## config.mk

```make
export PLATFORM = sky130hd
export DESIGN_NAME = mcu_program_sequencer
export DESIGN_NICKNAME = d
export VERILOG_FILES = /design/src/seq_pkg.sv /design/src/mcu_program_sequencer.sv
export SDC_FILE = /design/constraint.sdc
export NUM_CORES = 1
export LEC_CHECK = 0
export ABC_AREA = 1
export BUFFER_PORTS_ARGS = -buffer_cell sky130_fd_sc_hd__buf_2
export CAP_MARGIN = 20
export CELL_PAD_IN_SITES_DETAIL_PLACEMENT = 0
export CELL_PAD_IN_SITES_GLOBAL_PLACEMENT = 1
export CORE_UTILIZATION = 30
export CTS_CLUSTER_DIAMETER = 50
export DETAILED_ROUTE_END_ITERATION = 6
export GPL_TIMING_DRIVEN = 0
export HOLD_SLACK_MARGIN = 0.08
export PLACE_DENSITY = 0.68
export SYNTH_ARGS = -nofsm -noshare
export SYNTH_HDL_FRONTEND = slang
export SYNTH_SLANG_ARGS = --single-unit
```

## constraint.sdc

```tcl
create_clock -name clk -period 8.75 [get_ports clk]
set_input_delay 1.3125 -clock clk [delete_from_list [all_inputs] [get_ports clk]]
set_output_delay 1.3125 -clock clk [all_outputs]
set_load 0.02 [all_outputs]
```

## src/seq_pkg.sv

```systemverilog
// Shared constants and types for the program sequencer
package seq_pkg;
  // ----------------------------------------------------------------
  // Widths and sizes
  // ----------------------------------------------------------------
  localparam int PC_W = 14;
  localparam int WORD_W = 16;
  localparam int DATA_W = 8;
  localparam int DADDR_W = 10;
  localparam int STACK_DEPTH = 8; // Power of two so the pointer wraps
  localparam int SP_W = $clog2(STACK_DEPTH);
  localparam logic [SP_W:0] STACK_FULL = (SP_W+1)'(STACK_DEPTH);

  // ----------------------------------------------------------------
  // Vectors and phases
  // ----------------------------------------------------------------
  localparam logic [PC_W-1:0] RESET_VECTOR = 14'h0000;
  localparam logic [PC_W-1:0] INT_VECTOR = 14'h0004;
  localparam logic [PC_W-1:0] PC_STEP = 14'h0001;
  localparam logic [1:0] PH_T1 = 2'h0;
  localparam logic [1:0] PH_T2 = 2'h1;
  localparam logic [1:0] PH_T4 = 2'h3;
  localparam logic [1:0] PH_STEP = 2'h1;

  // ----------------------------------------------------------------
  // Register port map and fields
  // ----------------------------------------------------------------
  localparam logic [2:0] REG_PC_LOW = 3'h0;
  localparam logic [2:0] REG_TBL_LOW = 3'h1;
  localparam logic [2:0] REG_TBL_HIGH = 3'h2;
  localparam logic [2:0] REG_TBL_LATCH = 3'h3;
  localparam logic [2:0] REG_CONTROL = 3'h4;
  localparam logic [2:0] REG_STATUS = 3'h5;
  localparam logic [2:0] REG_ACC = 3'h6;
  localparam int CTRL_INT_EN = 0;
  localparam int CTRL_BANK = 1;
  localparam int STAT_CARRY = 0;
  localparam int STAT_ZERO = 1;
  localparam int STAT_PEND = 2;
  localparam logic [DADDR_W-1:0] PCL_DADDR = 10'h006;

  // ----------------------------------------------------------------
  // Instruction word layout
  // ----------------------------------------------------------------
  localparam int OP_MSB = 15;
  localparam int OP_LSB = 13;
  localparam int FN_MSB = 12;
  localparam int FN_LSB = 10;
  localparam int TGT_MSB = 12;
  localparam int DEST_MEM = 8;
  localparam int TAB_EXT = 12;
  localparam int INTERRUPT_RETURN_BIT = 0;

  typedef enum logic [2:0] {
    OP_ALU, OP_GOTO, OP_CALL, OP_RET, OP_SKZ, OP_TAB, OP_STORE, OP_LOADI
  } op_t;

  typedef enum logic [2:0] {
    ALU_ADD, ALU_SUB, ALU_AND, ALU_OR, ALU_XOR, ALU_INC, ALU_DEC, ALU_MOV
  } alu_fn_t;

  typedef struct packed {
    logic [2:0] addr;
    logic [DATA_W-1:0] wdata;
    logic wr;
    logic rd;
  } reg_req_t;

  typedef struct packed {
    logic [DADDR_W-1:0] addr;
    logic [DATA_W-1:0] wdata;
    logic we;
  } dm_req_t;
endpackage : seq_pkg

```

## src/mcu_program_sequencer.sv

```systemverilog
// Four-phase program sequencer with return stack and table reads
// Overview of operation
// - Four phases per instruction cycle
// - T1 increments counter and fetches next word
// - Fetch overlaps execution of current word
// - Counter-changing instructions take one extra cycle
// - Taken skip replaces prefetched word by dummy
// - Counter: bank bit, bits 12-8, low byte
// - Only the low byte is software visible
// - Low-byte write jumps within page, adds dummy
// - Call and interrupt push; returns pop
// - Stack and pointer are not software visible
// - Reset leaves the stack empty at top
// - Full stack holds interrupt pending until return
// - Call on full stack still proceeds
// - ALU writes destination and updates zero; carry only on add and subtract
// - Program memory is 16K words of 16
// - Execution starts at address zero
// - Table address comes from two pointers
// - Table low byte to register, high to latch
// - Extended table read reaches other sectors
// - Table reads take two instruction cycles
`timescale 1ns/1ns
module mcu_program_sequencer (
  input wire logic clk,
  input wire logic reset_n,
  input wire seq_pkg::reg_req_t reg_req,
  output logic [seq_pkg::DATA_W-1:0] reg_rdata,
  output logic [seq_pkg::PC_W-1:0] pm_addr,
  input wire logic [seq_pkg::WORD_W-1:0] pm_data,
  output seq_pkg::dm_req_t dm_req,
  input wire logic [seq_pkg::DATA_W-1:0] dm_rdata,
  input wire logic int_req,
  output logic int_ack
);
  // ----------------------------------------------------------------
  // State
  // ----------------------------------------------------------------
  typedef struct packed {
    logic [1:0] phase;
    logic started;
    logic [seq_pkg::PC_W-1:0] pc;
    logic [seq_pkg::WORD_W-1:0] ir;
    logic ir_valid;
    logic tab_busy;
    logic [seq_pkg::DADDR_W-1:0] tab_dst;
    logic [seq_pkg::DATA_W-1:0] acc;
    logic carry;
    logic zero;
    logic [seq_pkg::DATA_W-1:0] tbl_low;
    logic [seq_pkg::DATA_W-1:0] tbl_high;
    logic [seq_pkg::DATA_W-1:0] tbl_latch;
    logic bank_sel;
    logic int_en;
    logic int_pend;
    logic pcl_pend;
    logic [seq_pkg::DATA_W-1:0] pcl_val;
    logic [seq_pkg::STACK_DEPTH-1:0][seq_pkg::PC_W-1:0] stack;
    logic [seq_pkg::SP_W-1:0] sp;
    logic [seq_pkg::SP_W:0] level;
    logic [seq_pkg::DATA_W-1:0] rdata;
    logic [seq_pkg::PC_W-1:0] pm_addr;
    seq_pkg::dm_req_t dm;
    logic int_ack;
  } state_t;

  state_t s;
  state_t next_s;

  // ----------------------------------------------------------------
  // Helpers
  // ----------------------------------------------------------------
  // Address of the word that was prefetched and is being thrown away
  function automatic logic [seq_pkg::PC_W-1:0] ret_addr(
    input logic [seq_pkg::PC_W-1:0] pc);
    ret_addr = pc - seq_pkg::PC_STEP;
  endfunction : ret_addr

  // Data address of an operand; only store reaches beyond sector 0
  function automatic logic [seq_pkg::DADDR_W-1:0] daddr(
    input logic [seq_pkg::WORD_W-1:0] ir);
    if (seq_pkg::op_t'(ir[seq_pkg::OP_MSB:seq_pkg::OP_LSB])
        == seq_pkg::OP_STORE) begin
      daddr = ir[seq_pkg::DADDR_W-1:0];
    end else begin
      daddr = {2'h0, ir[seq_pkg::DATA_W-1:0]};
    end
  endfunction : daddr

  // Result in the low byte, carry (no borrow for subtract) on top
  function automatic logic [8:0] alu(input seq_pkg::alu_fn_t fn,
    input logic [7:0] a, input logic [7:0] b);
    logic [8:0] r;
    r = 9'h000;
    unique case (fn)
      seq_pkg::ALU_ADD: r = {1'b0, a} + {1'b0, b};
      seq_pkg::ALU_SUB: begin
        r = {1'b0, a} - {1'b0, b};
        r[8] = ~r[8];
      end
      seq_pkg::ALU_AND: r = {1'b0, a & b};
      seq_pkg::ALU_OR: r = {1'b0, a | b};
      seq_pkg::ALU_XOR: r = {1'b0, a ^ b};
      seq_pkg::ALU_INC: r = {1'b0, b} + 9'h001;
      seq_pkg::ALU_DEC: r = {1'b0, b} - 9'h001;
      seq_pkg::ALU_MOV: r = {1'b0, b};
    endcase
    alu = r;
  endfunction : alu

  seq_pkg::op_t op;
  logic t4_exec;
  logic [seq_pkg::PC_W-1:0] pc_ret;
  assign op = seq_pkg::op_t'(s.ir[seq_pkg::OP_MSB:seq_pkg::OP_LSB]);
  assign t4_exec = s.phase == seq_pkg::PH_T4 && s.ir_valid && !s.tab_busy;
  assign pc_ret = ret_addr(s.pc);

  // ----------------------------------------------------------------
  // Next state
  // ----------------------------------------------------------------
  // One evaluation per clock; execution happens only in the T4 slot
  always_comb begin
    logic [8:0] res;
    logic flush;
    logic push_en;
    logic pop_en;
    logic flow;
    logic [seq_pkg::PC_W-1:0] push_val;
    res = 9'h000;
    flush = 1'b0;
    push_en = 1'b0;
    pop_en = 1'b0;
    flow = 1'b0;
    push_val = s.pc;
    next_s = s;
    next_s.dm.we = 1'b0;
    next_s.int_ack = 1'b0;
    next_s.rdata = 8'h00;
    next_s.phase = s.phase + seq_pkg::PH_STEP;

    // T1: step the counter and fetch, or fetch the table word
    if (s.phase == seq_pkg::PH_T1) begin
      next_s.started = 1'b1;
      if (s.tab_busy) begin
        next_s.pm_addr = {s.tbl_high[5:0], s.tbl_low};
      end else begin
        next_s.pm_addr = s.pc;
        next_s.pc = s.pc + seq_pkg::PC_STEP;
      end
    end

    // T2: present the operand address to data memory
    if (s.phase == seq_pkg::PH_T2) begin
      next_s.dm.addr = s.tab_busy ? s.tab_dst : daddr(s.ir);
    end

    // T4: finish a table transfer or execute the held word
    if (s.phase == seq_pkg::PH_T4) begin
      if (s.tab_busy) begin
        // Second cycle of a table read; the held word waits
        next_s.dm = '{addr: s.tab_dst, wdata: pm_data[7:0], we: 1'b1};
        next_s.tbl_latch = pm_data[15:8];
        next_s.tab_busy = 1'b0;
      end else begin
        next_s.ir = pm_data;
        next_s.ir_valid = 1'b1;
        if (s.ir_valid) begin
          unique case (op)
            seq_pkg::OP_ALU: begin
              res = alu(seq_pkg::alu_fn_t'(
                s.ir[seq_pkg::FN_MSB:seq_pkg::FN_LSB]), s.acc, dm_rdata);
              if (s.ir[seq_pkg::DEST_MEM]) begin
                next_s.dm = '{addr: daddr(s.ir), wdata: res[7:0], we: 1'b1};
              end else begin
                next_s.acc = res[7:0];
              end
              next_s.zero = res[7:0] == 8'h00;
              if (s.ir[seq_pkg::FN_MSB:seq_pkg::FN_LSB] <= 3'h1) begin
                next_s.carry = res[8];
              end
            end
            seq_pkg::OP_GOTO: begin
              next_s.pc = {s.bank_sel, s.ir[seq_pkg::TGT_MSB:0]};
              flush = 1'b1;
              flow = 1'b1;
            end
            seq_pkg::OP_CALL: begin
              push_en = 1'b1;
              push_val = pc_ret;
              next_s.pc = {s.bank_sel, s.ir[seq_pkg::TGT_MSB:0]};
              flush = 1'b1;
              flow = 1'b1;
            end
            seq_pkg::OP_RET: begin
              pop_en = 1'b1;
              next_s.pc = s.stack[s.sp - 1'b1];
              if (s.ir[seq_pkg::INTERRUPT_RETURN_BIT]) begin
                next_s.int_en = 1'b1;
              end
              flush = 1'b1;
              flow = 1'b1;
            end
            seq_pkg::OP_SKZ: begin
              if (dm_rdata == 8'h00) begin
                flush = 1'b1;
              end
            end
            seq_pkg::OP_TAB: begin
              next_s.tab_busy = 1'b1;
              next_s.tab_dst = s.ir[seq_pkg::TAB_EXT] ?
                s.ir[seq_pkg::DADDR_W-1:0] : daddr(s.ir);
              flow = 1'b1;
            end
            seq_pkg::OP_STORE: begin
              if (daddr(s.ir) == seq_pkg::PCL_DADDR) begin
                next_s.pc[7:0] = s.acc;
                flush = 1'b1;
                flow = 1'b1;
              end else begin
                next_s.dm = '{addr: daddr(s.ir), wdata: s.acc, we: 1'b1};
              end
            end
            seq_pkg::OP_LOADI: next_s.acc = s.ir[7:0];
          endcase
        end
        // Software low-byte write lands here so no executing word is lost
        if (s.pcl_pend && !flow) begin
          next_s.pc[7:0] = s.pcl_val;
          next_s.pcl_pend = 1'b0;
          flush = 1'b1;
          flow = 1'b1;
        end
        // Interrupt waits while the stack is full or a branch is in flight
        if (s.int_pend && s.int_en && s.level != seq_pkg::STACK_FULL
            && !flow && !flush) begin
          push_en = 1'b1;
          push_val = next_s.pc - seq_pkg::PC_STEP;
          next_s.pc = seq_pkg::INT_VECTOR;
          next_s.int_en = 1'b0;
          next_s.int_ack = 1'b1;
          flush = 1'b1;
        end
        if (flush) begin
          next_s.ir_valid = 1'b0;
        end
      end
    end

    // Circular stack: overflow overwrites the oldest entry
    if (push_en) begin
      next_s.stack[s.sp] = push_val;
      next_s.sp = s.sp + 1'b1;
      if (s.level != seq_pkg::STACK_FULL) begin
        next_s.level = s.level + 1'b1;
      end
    end
    if (pop_en) begin
      next_s.sp = s.sp - 1'b1;
      if (s.level != '0) begin
        next_s.level = s.level - 1'b1;
      end
    end

    // Request latch: a new request beats the clear from acknowledge
    next_s.int_pend = (s.int_pend & ~next_s.int_ack) | int_req;

    // Register port; stack and pointer have no address at all
    if (reg_req.rd) begin
      unique case (reg_req.addr)
        seq_pkg::REG_PC_LOW: next_s.rdata = s.pc[7:0];
        seq_pkg::REG_TBL_LOW: next_s.rdata = s.tbl_low;
        seq_pkg::REG_TBL_HIGH: next_s.rdata = s.tbl_high;
        seq_pkg::REG_TBL_LATCH: next_s.rdata = s.tbl_latch;
        seq_pkg::REG_CONTROL: begin
          next_s.rdata[seq_pkg::CTRL_INT_EN] = s.int_en;
          next_s.rdata[seq_pkg::CTRL_BANK] = s.bank_sel;
        end
        seq_pkg::REG_STATUS: begin
          next_s.rdata[seq_pkg::STAT_CARRY] = s.carry;
          next_s.rdata[seq_pkg::STAT_ZERO] = s.zero;
          next_s.rdata[seq_pkg::STAT_PEND] = s.int_pend;
        end
        seq_pkg::REG_ACC: next_s.rdata = s.acc;
        default: next_s.rdata = 8'h00;
      endcase
    end
    if (reg_req.wr) begin
      unique case (reg_req.addr)
        seq_pkg::REG_PC_LOW: begin
          next_s.pcl_pend = 1'b1;
          next_s.pcl_val = reg_req.wdata;
        end
        seq_pkg::REG_TBL_LOW: next_s.tbl_low = reg_req.wdata;
        seq_pkg::REG_TBL_HIGH: next_s.tbl_high = reg_req.wdata;
        seq_pkg::REG_TBL_LATCH: next_s.tbl_latch = reg_req.wdata;
        seq_pkg::REG_CONTROL: begin
          next_s.int_en = reg_req.wdata[seq_pkg::CTRL_INT_EN];
          next_s.bank_sel = reg_req.wdata[seq_pkg::CTRL_BANK];
        end
        default: ;
      endcase
    end
  end

  // ----------------------------------------------------------------
  // Registers
  // ----------------------------------------------------------------
  // Stack empty and at its top, counter at the reset vector
  always_ff @(posedge clk or negedge reset_n) begin
    if (!reset_n) begin
      s <= '0;
      s.pc <= seq_pkg::RESET_VECTOR;
      s.sp <= '0;
      s.level <= '0;
    end else begin
      s <= next_s;
    end
  end

  assign reg_rdata = s.rdata;
  assign pm_addr = s.pm_addr;
  assign dm_req = s.dm;
  assign int_ack = s.int_ack;

  // ----------------------------------------------------------------
  // Checks
  // ----------------------------------------------------------------
  a_phase_wraps: assert property (
    @(posedge clk) disable iff (!reset_n)
    s.phase == seq_pkg::PH_T4 |=> s.phase == seq_pkg::PH_T1)
    else $error("phase did not wrap to T1");

  a_pc_fetch: assert property (
    @(posedge clk) disable iff (!reset_n)
    s.phase == seq_pkg::PH_T1 && !s.tab_busy
    |=> s.pc == $past(s.pc) + seq_pkg::PC_STEP && pm_addr == $past(s.pc))
    else $error("T1 did not fetch and step counter");

  a_reset_fetch: assert property (
    @(posedge clk) disable iff (!reset_n)
    !s.started && s.phase == seq_pkg::PH_T1
    |=> pm_addr == seq_pkg::RESET_VECTOR)
    else $error("first fetch not at reset vector");

  a_goto_dummy: assert property (
    @(posedge clk) disable iff (!reset_n)
    t4_exec && op == seq_pkg::OP_GOTO |=> !s.ir_valid [*4])
    else $error("jump did not insert a dummy cycle");

  a_skip_drop: assert property (
    @(posedge clk) disable iff (!reset_n)
    t4_exec && op == seq_pkg::OP_SKZ && dm_rdata == 8'h00 && !s.pcl_pend
    |=> !s.ir_valid && s.pc == $past(s.pc))
    else $error("taken skip kept prefetched word");

  a_call_push: assert property (
    @(posedge clk) disable iff (!reset_n)
    t4_exec && op == seq_pkg::OP_CALL
    |=> s.stack[$past(s.sp)] == $past(pc_ret) && s.sp == $past(s.sp) + 1'b1)
    else $error("call did not push return address");

  a_full_holds: assert property (
    @(posedge clk) disable iff (!reset_n)
    s.phase == seq_pkg::PH_T4 && s.level == seq_pkg::STACK_FULL
    |=> !int_ack)
    else $error("interrupt taken with full stack");

  a_table_two: assert property (
    @(posedge clk) disable iff (!reset_n)
    t4_exec && op == seq_pkg::OP_TAB |=> s.tab_busy [*4] ##1 !s.tab_busy)
    else $error("table read not two cycles");

  a_table_latch: assert property (
    @(posedge clk) disable iff (!reset_n)
    s.tab_busy && s.phase == seq_pkg::PH_T4
    |=> s.tbl_latch == $past(pm_data[15:8]) && dm_req.we
        && dm_req.wdata == $past(pm_data[7:0]))
    else $error("table bytes not delivered");

  a_pcl_page: assert property (
    @(posedge clk) disable iff (!reset_n)
    s.phase == seq_pkg::PH_T4 && s.pcl_pend && !s.tab_busy && !s.ir_valid
    |=> s.pc[13:8] == $past(s.pc[13:8]) && s.pc[7:0] == $past(s.pcl_val))
    else $error("low byte jump left its page");
endmodule : mcu_program_sequencer

```

==> metrics.txt <==
# TYPE chip_impl_metric gauge
chip_impl_metric{name="n_antenna_cell",unit=""} 0
chip_impl_metric{name="effective_utilization_at_floorplan",unit=""} 0.304
chip_impl_metric{name="detailed_place.area",unit="µm²"} 16600
chip_impl_info{name="critPathLaunchType",value="register"} 1
chip_impl_metric{name="wire_length_of_the_first_global_routing_pass",unit="µm"} 83900
chip_impl_info{name="layout.cells.most_common",value="sky130_fd_sc_hd__nand2_1"} 1
chip_impl_metric{name="drt_pass1_iterations",unit=""} 5
chip_impl_metric{name="critPathRequiredTime",unit="ns"} 9.19
chip_impl_metric{name="fin_hold_ws",unit="ns"} 0.474
chip_impl_metric{name="synth-warning-count",unit=""} 0
chip_impl_metric{name="p_per_area",unit="nW/µm²"} 344
chip_impl_info{name="critical-path-top-delay-family",value="buffers and inverters"} 1
chip_impl_metric{name="number_of_vias_per_cell_after_detailed_routing",unit=""} 5.03
chip_impl_metric{name="finalSetupViolations",unit=""} 0
chip_impl_metric{name="clock_sinks",unit=""} 251
chip_impl_info{name="criticalPathCategory",value="reg -> reg"} 1
chip_impl_metric{name="timing.slew.headroom",unit=""} 0.316
chip_impl_metric{name="hold_viol_final",unit=""} 0
chip_impl_metric{name="placement.io_buffers",unit=""} 80
chip_impl_info{name="setup_repair_after_global_routing_missed_its_margin",value="false"} 1
chip_impl_metric{name="post_cts_buffers",unit=""} 0
chip_impl_metric{name="detail_route.wirelength",unit="µm"} 54300
chip_impl_info{name="crit_path_start",value="s[46]"} 1
chip_impl_metric{name="gp_congestion",unit=""} 0.888
chip_impl_metric{name="drv_cap",unit=""} 0
chip_impl_info{name="clockRootBuffer",value="sky130_fd_sc_hd__clkbuf_16"} 1
chip_impl_metric{name="critical_path.max_stage_delay",unit="ns"} 0.57
chip_impl_metric{name="placement_rows",unit=""} 82
chip_impl_metric{name="post-route-period-util",unit=""} 0.518
chip_impl_metric{name="p_leak",unit="nW"} 8.86
chip_impl_metric{name="finish.cell_count_without_fillers",unit=""} 2900
chip_impl_metric{name="critical_path_arrival",unit="ns"} 4.97
chip_impl_metric{name="maximum_number_of_pins_on_one_net_before_global_route_repair",unit=""} 105
chip_impl_metric{name="final_area",unit="µm²"} 17900
chip_impl_metric{name="final_nets",unit=""} 2284
chip_impl_metric{name="synthToLayoutAreaGrowth",unit="%"} 17.2
chip_impl_metric{name="cts.reportedPaths.clkPinSlew",unit="ns"} 0.06
chip_impl_metric{name="cts.htree.levels",unit=""} 2
chip_impl_metric{name="cp.buffers_inverters",unit=""} 6
chip_impl_metric{name="drt_first_iter_violations",unit=""} 1226
chip_impl_metric{name="timing.critical_path.fanout_max",unit=""} 10
chip_impl_metric{name="achievable-frequency",unit="GHz"} 0.221
chip_impl_metric{name="global_route.usage.total",unit=""} 0.214
chip_impl_info{name="crit-reg2reg-launch",value="s[46]"} 1
chip_impl_metric{name="final_core_utilization",unit=""} 0.357
chip_impl_metric{name="setup_slack",unit="ns"} 4.22
chip_impl_metric{name="ioPinCount",unit=""} 82
chip_impl_metric{name="total_power",unit="mW"} 6.15
chip_impl_metric{name="syn_inst",unit=""} 2077
chip_impl_metric{name="grt_antenna_before_repair",unit=""} 1
chip_impl_metric{name="power.ir.vdd_worst",unit="V"} 0.000165
chip_impl_metric{name="avgSynthCellArea",unit="µm²"} 7.35
chip_impl_info{name="worst_hold_startpoint",value="s[130]"} 1
chip_impl_info{name="worstSetupEndpointType",value="register"} 1
chip_impl_metric{name="ys_types",unit=""} 56
chip_impl_metric{name="cts_made_buffers",unit=""} 37
chip_impl_metric{name="final.fill_count",unit=""} 5405
chip_impl_info{name="outcome",value="completed"} 1
chip_impl_info{name="timing.critical_path.cells",value="inv_2 > buf_2 > clkbuf_1 > ha_1 > buf_2 > buf_2 > clkbuf_1 > o21ai_0 > o21ai_0 > o211ai_1 > nand3_1 > nand2_1 > nand3_1 > nor2_1 > nand3_1 > nand3_1 > nand2_1 > nand2_2 > nand2_1 > nand2_1"} 1
chip_impl_metric{name="die_area",unit="µm²"} 51800
chip_impl_metric{name="period_needed",unit="ns"} 4.53
chip_impl_metric{name="die_height",unit="µm"} 228
chip_impl_metric{name="sequential_area_share_after_synthesis",unit=""} 0.411
chip_impl_metric{name="place_ws",unit="ns"} 4.22
chip_impl_metric{name="number_of_global_route_vias_before_repair",unit=""} 14200
chip_impl_metric{name="netlist_area",unit="µm²"} 15300
chip_impl_info{name="tritoncts",value="done"} 1
chip_impl_info{name="synth_ff_type",value="sky130_fd_sc_hd__dfrtp_1"} 1
chip_impl_info{name="crit_path_top_delay_cell",value="sky130_fd_sc_hd__clkbuf_1"} 1
chip_impl_metric{name="post-route-drc-count",unit=""} 0
chip_impl_metric{name="clkLatencyLatePin",unit="ns"} 0.58
chip_impl_metric{name="layout-drive-gt1-share",unit=""} 0.144
chip_impl_info{name="holdCritPathClass",value="reg -> reg"} 1
chip_impl_metric{name="placed_cells",unit=""} 2831
chip_impl_metric{name="clk_path_buf_depth",unit=""} 3
chip_impl_metric{name="fp.dieW",unit="µm"} 228
chip_impl_metric{name="global_route_total_overflow",unit=""} 0
chip_impl_metric{name="synth_seq_cells",unit=""} 251
chip_impl_metric{name="ctsHoldBuffers",unit=""} 0
chip_impl_metric{name="wire_per_inst",unit="µm"} 18.7
chip_impl_metric{name="fin_worst_skew",unit="ns"} 0.0332
chip_impl_metric{name="synth.net_count",unit=""} 2162
chip_impl_metric{name="antenna_left",unit=""} 0
chip_impl_metric{name="ys_async_sr_fraction",unit=""} 1.00
chip_impl_metric{name="core_region_area",unit="µm²"} 50200
chip_impl_info{name="layout.cells.most_common_list",value="sky130_fd_sc_hd__nand2_1 (642), sky130_fd_sc_hd__dfrtp_1 (251), sky130_fd_sc_hd__o21ai_0 (199), sky130_fd_sc_hd__nor2_1 (173), sky130_fd_sc_hd__inv_1 (168)"} 1
chip_impl_metric{name="detailroute.via_count",unit=""} 14600
chip_impl_metric{name="cts_repair_resize_count",unit=""} 0
chip_impl_metric{name="tightest_slew",unit="ns"} 1.02
chip_impl_metric{name="timing.setup.tns",unit="ns"} 0
chip_impl_metric{name="post-dp-hpwl",unit="µm"} 40400
chip_impl_metric{name="synth_edf_count",unit=""} 0
chip_impl_metric{name="final-max-slew-violation-count",unit=""} 0
==> worst paths after layout <==
kind	endpoint	slack (ns)	depth (start not counted)
worst max-delay path	s[146]	4.22	20
worst min-delay path	s[130]	0.47	2
worst max register to register	s[146]	4.22	20
worst min register to register	s[130]	0.47	2
max in group asynchronous	dm_req[3]	6.71	3
min in group asynchronous	s[101]	0.66	1
==> layout make-up <==
class / instances / area [µm²] / share of cell area
inverters: 200 / 751 / 0.0420
repair buffers: 83 / 473 / 0.0264
clock inverters: 26 / 322 / 0.0180
flip-flops and latches: 251 / 6280 / 0.351
plain buffers: 116 / 652 / 0.0364
well taps: 672 / 841 / 0.0470
multi-input cells: 1510 / 7580 / 0.424
clock buffers: 42 / 985 / 0.0551
==> routing by layer <==
| metal | up-vias | share of wire | wire, µm | global-route usage |
|---|---|---|---|---|
| met3 | 86 | 0.053 | 2890 | 0.0360 |
| met4 | 0 | 0.024 | 1300 | 0.0649 |
| li1 | 7013 | - | - | - |
| met1 | 7090 | 0.47 | 25600 | 0.298 |
| met5 | - | 0 | 0 | 0 |
| met2 | 404 | 0.45 | 24500 | 0.339 |
==> flip-flops by register name, indices dropped and copies added, names as in the netlist <==
name and count:
dm_req 19, op 3, pm_addr 14, reg_rdata 8
int_ack 1, s 206
==> cells by family (layout without fill, tap and decap cells) <==
logic type / count (synthesis) / in the layout / synth area share
AOI/OAI and AO/OA: 400 / 400 / 0.155
xor gates and xnor gates: 22 / 22 / 0.0131
adders and majority gates: 45 / 45 / 0.0379
buffers and inverters: 316 / 467 / 0.0919
DFF: 251 / 251 / 0.411
muxes: 2 / 2 / 0.00131
and+or+nand+nor: 1041 / 1041 / 0.289
==> synthesized netlist by cell type, types with 2 or more instances <==
cell,instances,area share
sky130_fd_sc_hd__nand2_1,642,0.16
sky130_fd_sc_hd__dfrtp_1,251,0.41
sky130_fd_sc_hd__o21ai_0,199,0.065
sky130_fd_sc_hd__nor2_1,173,0.043
sky130_fd_sc_hd__inv_1,168,0.041
sky130_fd_sc_hd__nand3_1,128,0.042
sky130_fd_sc_hd__a21oi_1,64,0.021
sky130_fd_sc_hd__buf_4,43,0.021
sky130_fd_sc_hd__ha_1,43,0.035
sky130_fd_sc_hd__buf_2,37,0.012
sky130_fd_sc_hd__clkbuf_1,32,0.0079
sky130_fd_sc_hd__o211ai_1,30,0.015
sky130_fd_sc_hd__inv_2,23,0.0057
sky130_fd_sc_hd__nor3_1,21,0.0069
sky130_fd_sc_hd__o221ai_1,21,0.012
sky130_fd_sc_hd__nand2_2,20,0.0082
sky130_fd_sc_hd__xor2_1,19,0.011
sky130_fd_sc_hd__a31oi_1,17,0.0070
sky130_fd_sc_hd__o22ai_1,17,0.0070
sky130_fd_sc_hd__nand4_1,13,0.0053
sky130_fd_sc_hd__a221oi_1,12,0.0069
sky130_fd_sc_hd__a22oi_1,11,0.0054
sky130_fd_sc_hd__nor2_4,10,0.0074
sky130_fd_sc_hd__or2_2,10,0.0041
sky130_fd_sc_hd__clkinv_1,9,0.0022
sky130_fd_sc_hd__o21ai_1,7,0.0023
sky130_fd_sc_hd__nor2_2,6,0.0025
sky130_fd_sc_hd__nand2_4,4,0.0030
sky130_fd_sc_hd__o21ai_2,4,0.0023
sky130_fd_sc_hd__a21boi_0,3,0.0015
sky130_fd_sc_hd__nand3_2,3,0.0020
sky130_fd_sc_hd__nor4_1,3,0.0012
sky130_fd_sc_hd__or2_1,3,0.0012
sky130_fd_sc_hd__buf_1,2,0.00049
sky130_fd_sc_hd__fa_1,2,0.0026
sky130_fd_sc_hd__mux2i_1,2,0.0013
sky130_fd_sc_hd__nor2_8,2,0.0026
sky130_fd_sc_hd__o211a_1,2,0.0013
sky130_fd_sc_hd__o21ai_4,2,0.0021
sky130_fd_sc_hd__o21bai_1,2,0.00098
sky130_fd_sc_hd__xnor2_1,2,0.0011
==> worst reg2reg max path, delay by kind of cell (launching register included) <==
family	cells	cell delay (ns)
AND/OR/NAND/NOR	10	0.95
AO/OA/AOI/OAI	3	0.69
flip-flops	1	0.42
buffers and inverters	6	2.13
adder cells (fa/ha/maj)	1	0.25
==> power breakdown <==
group / leakage (nW) / internal [mW] / switching (mW)
clock network: 0.633 / 0.974 / 0.623
registers: 3.20 / 1.54 / 0.297
logic: 5.03 / 0.910 / 1.81
(Power assumes the default switching activity.)
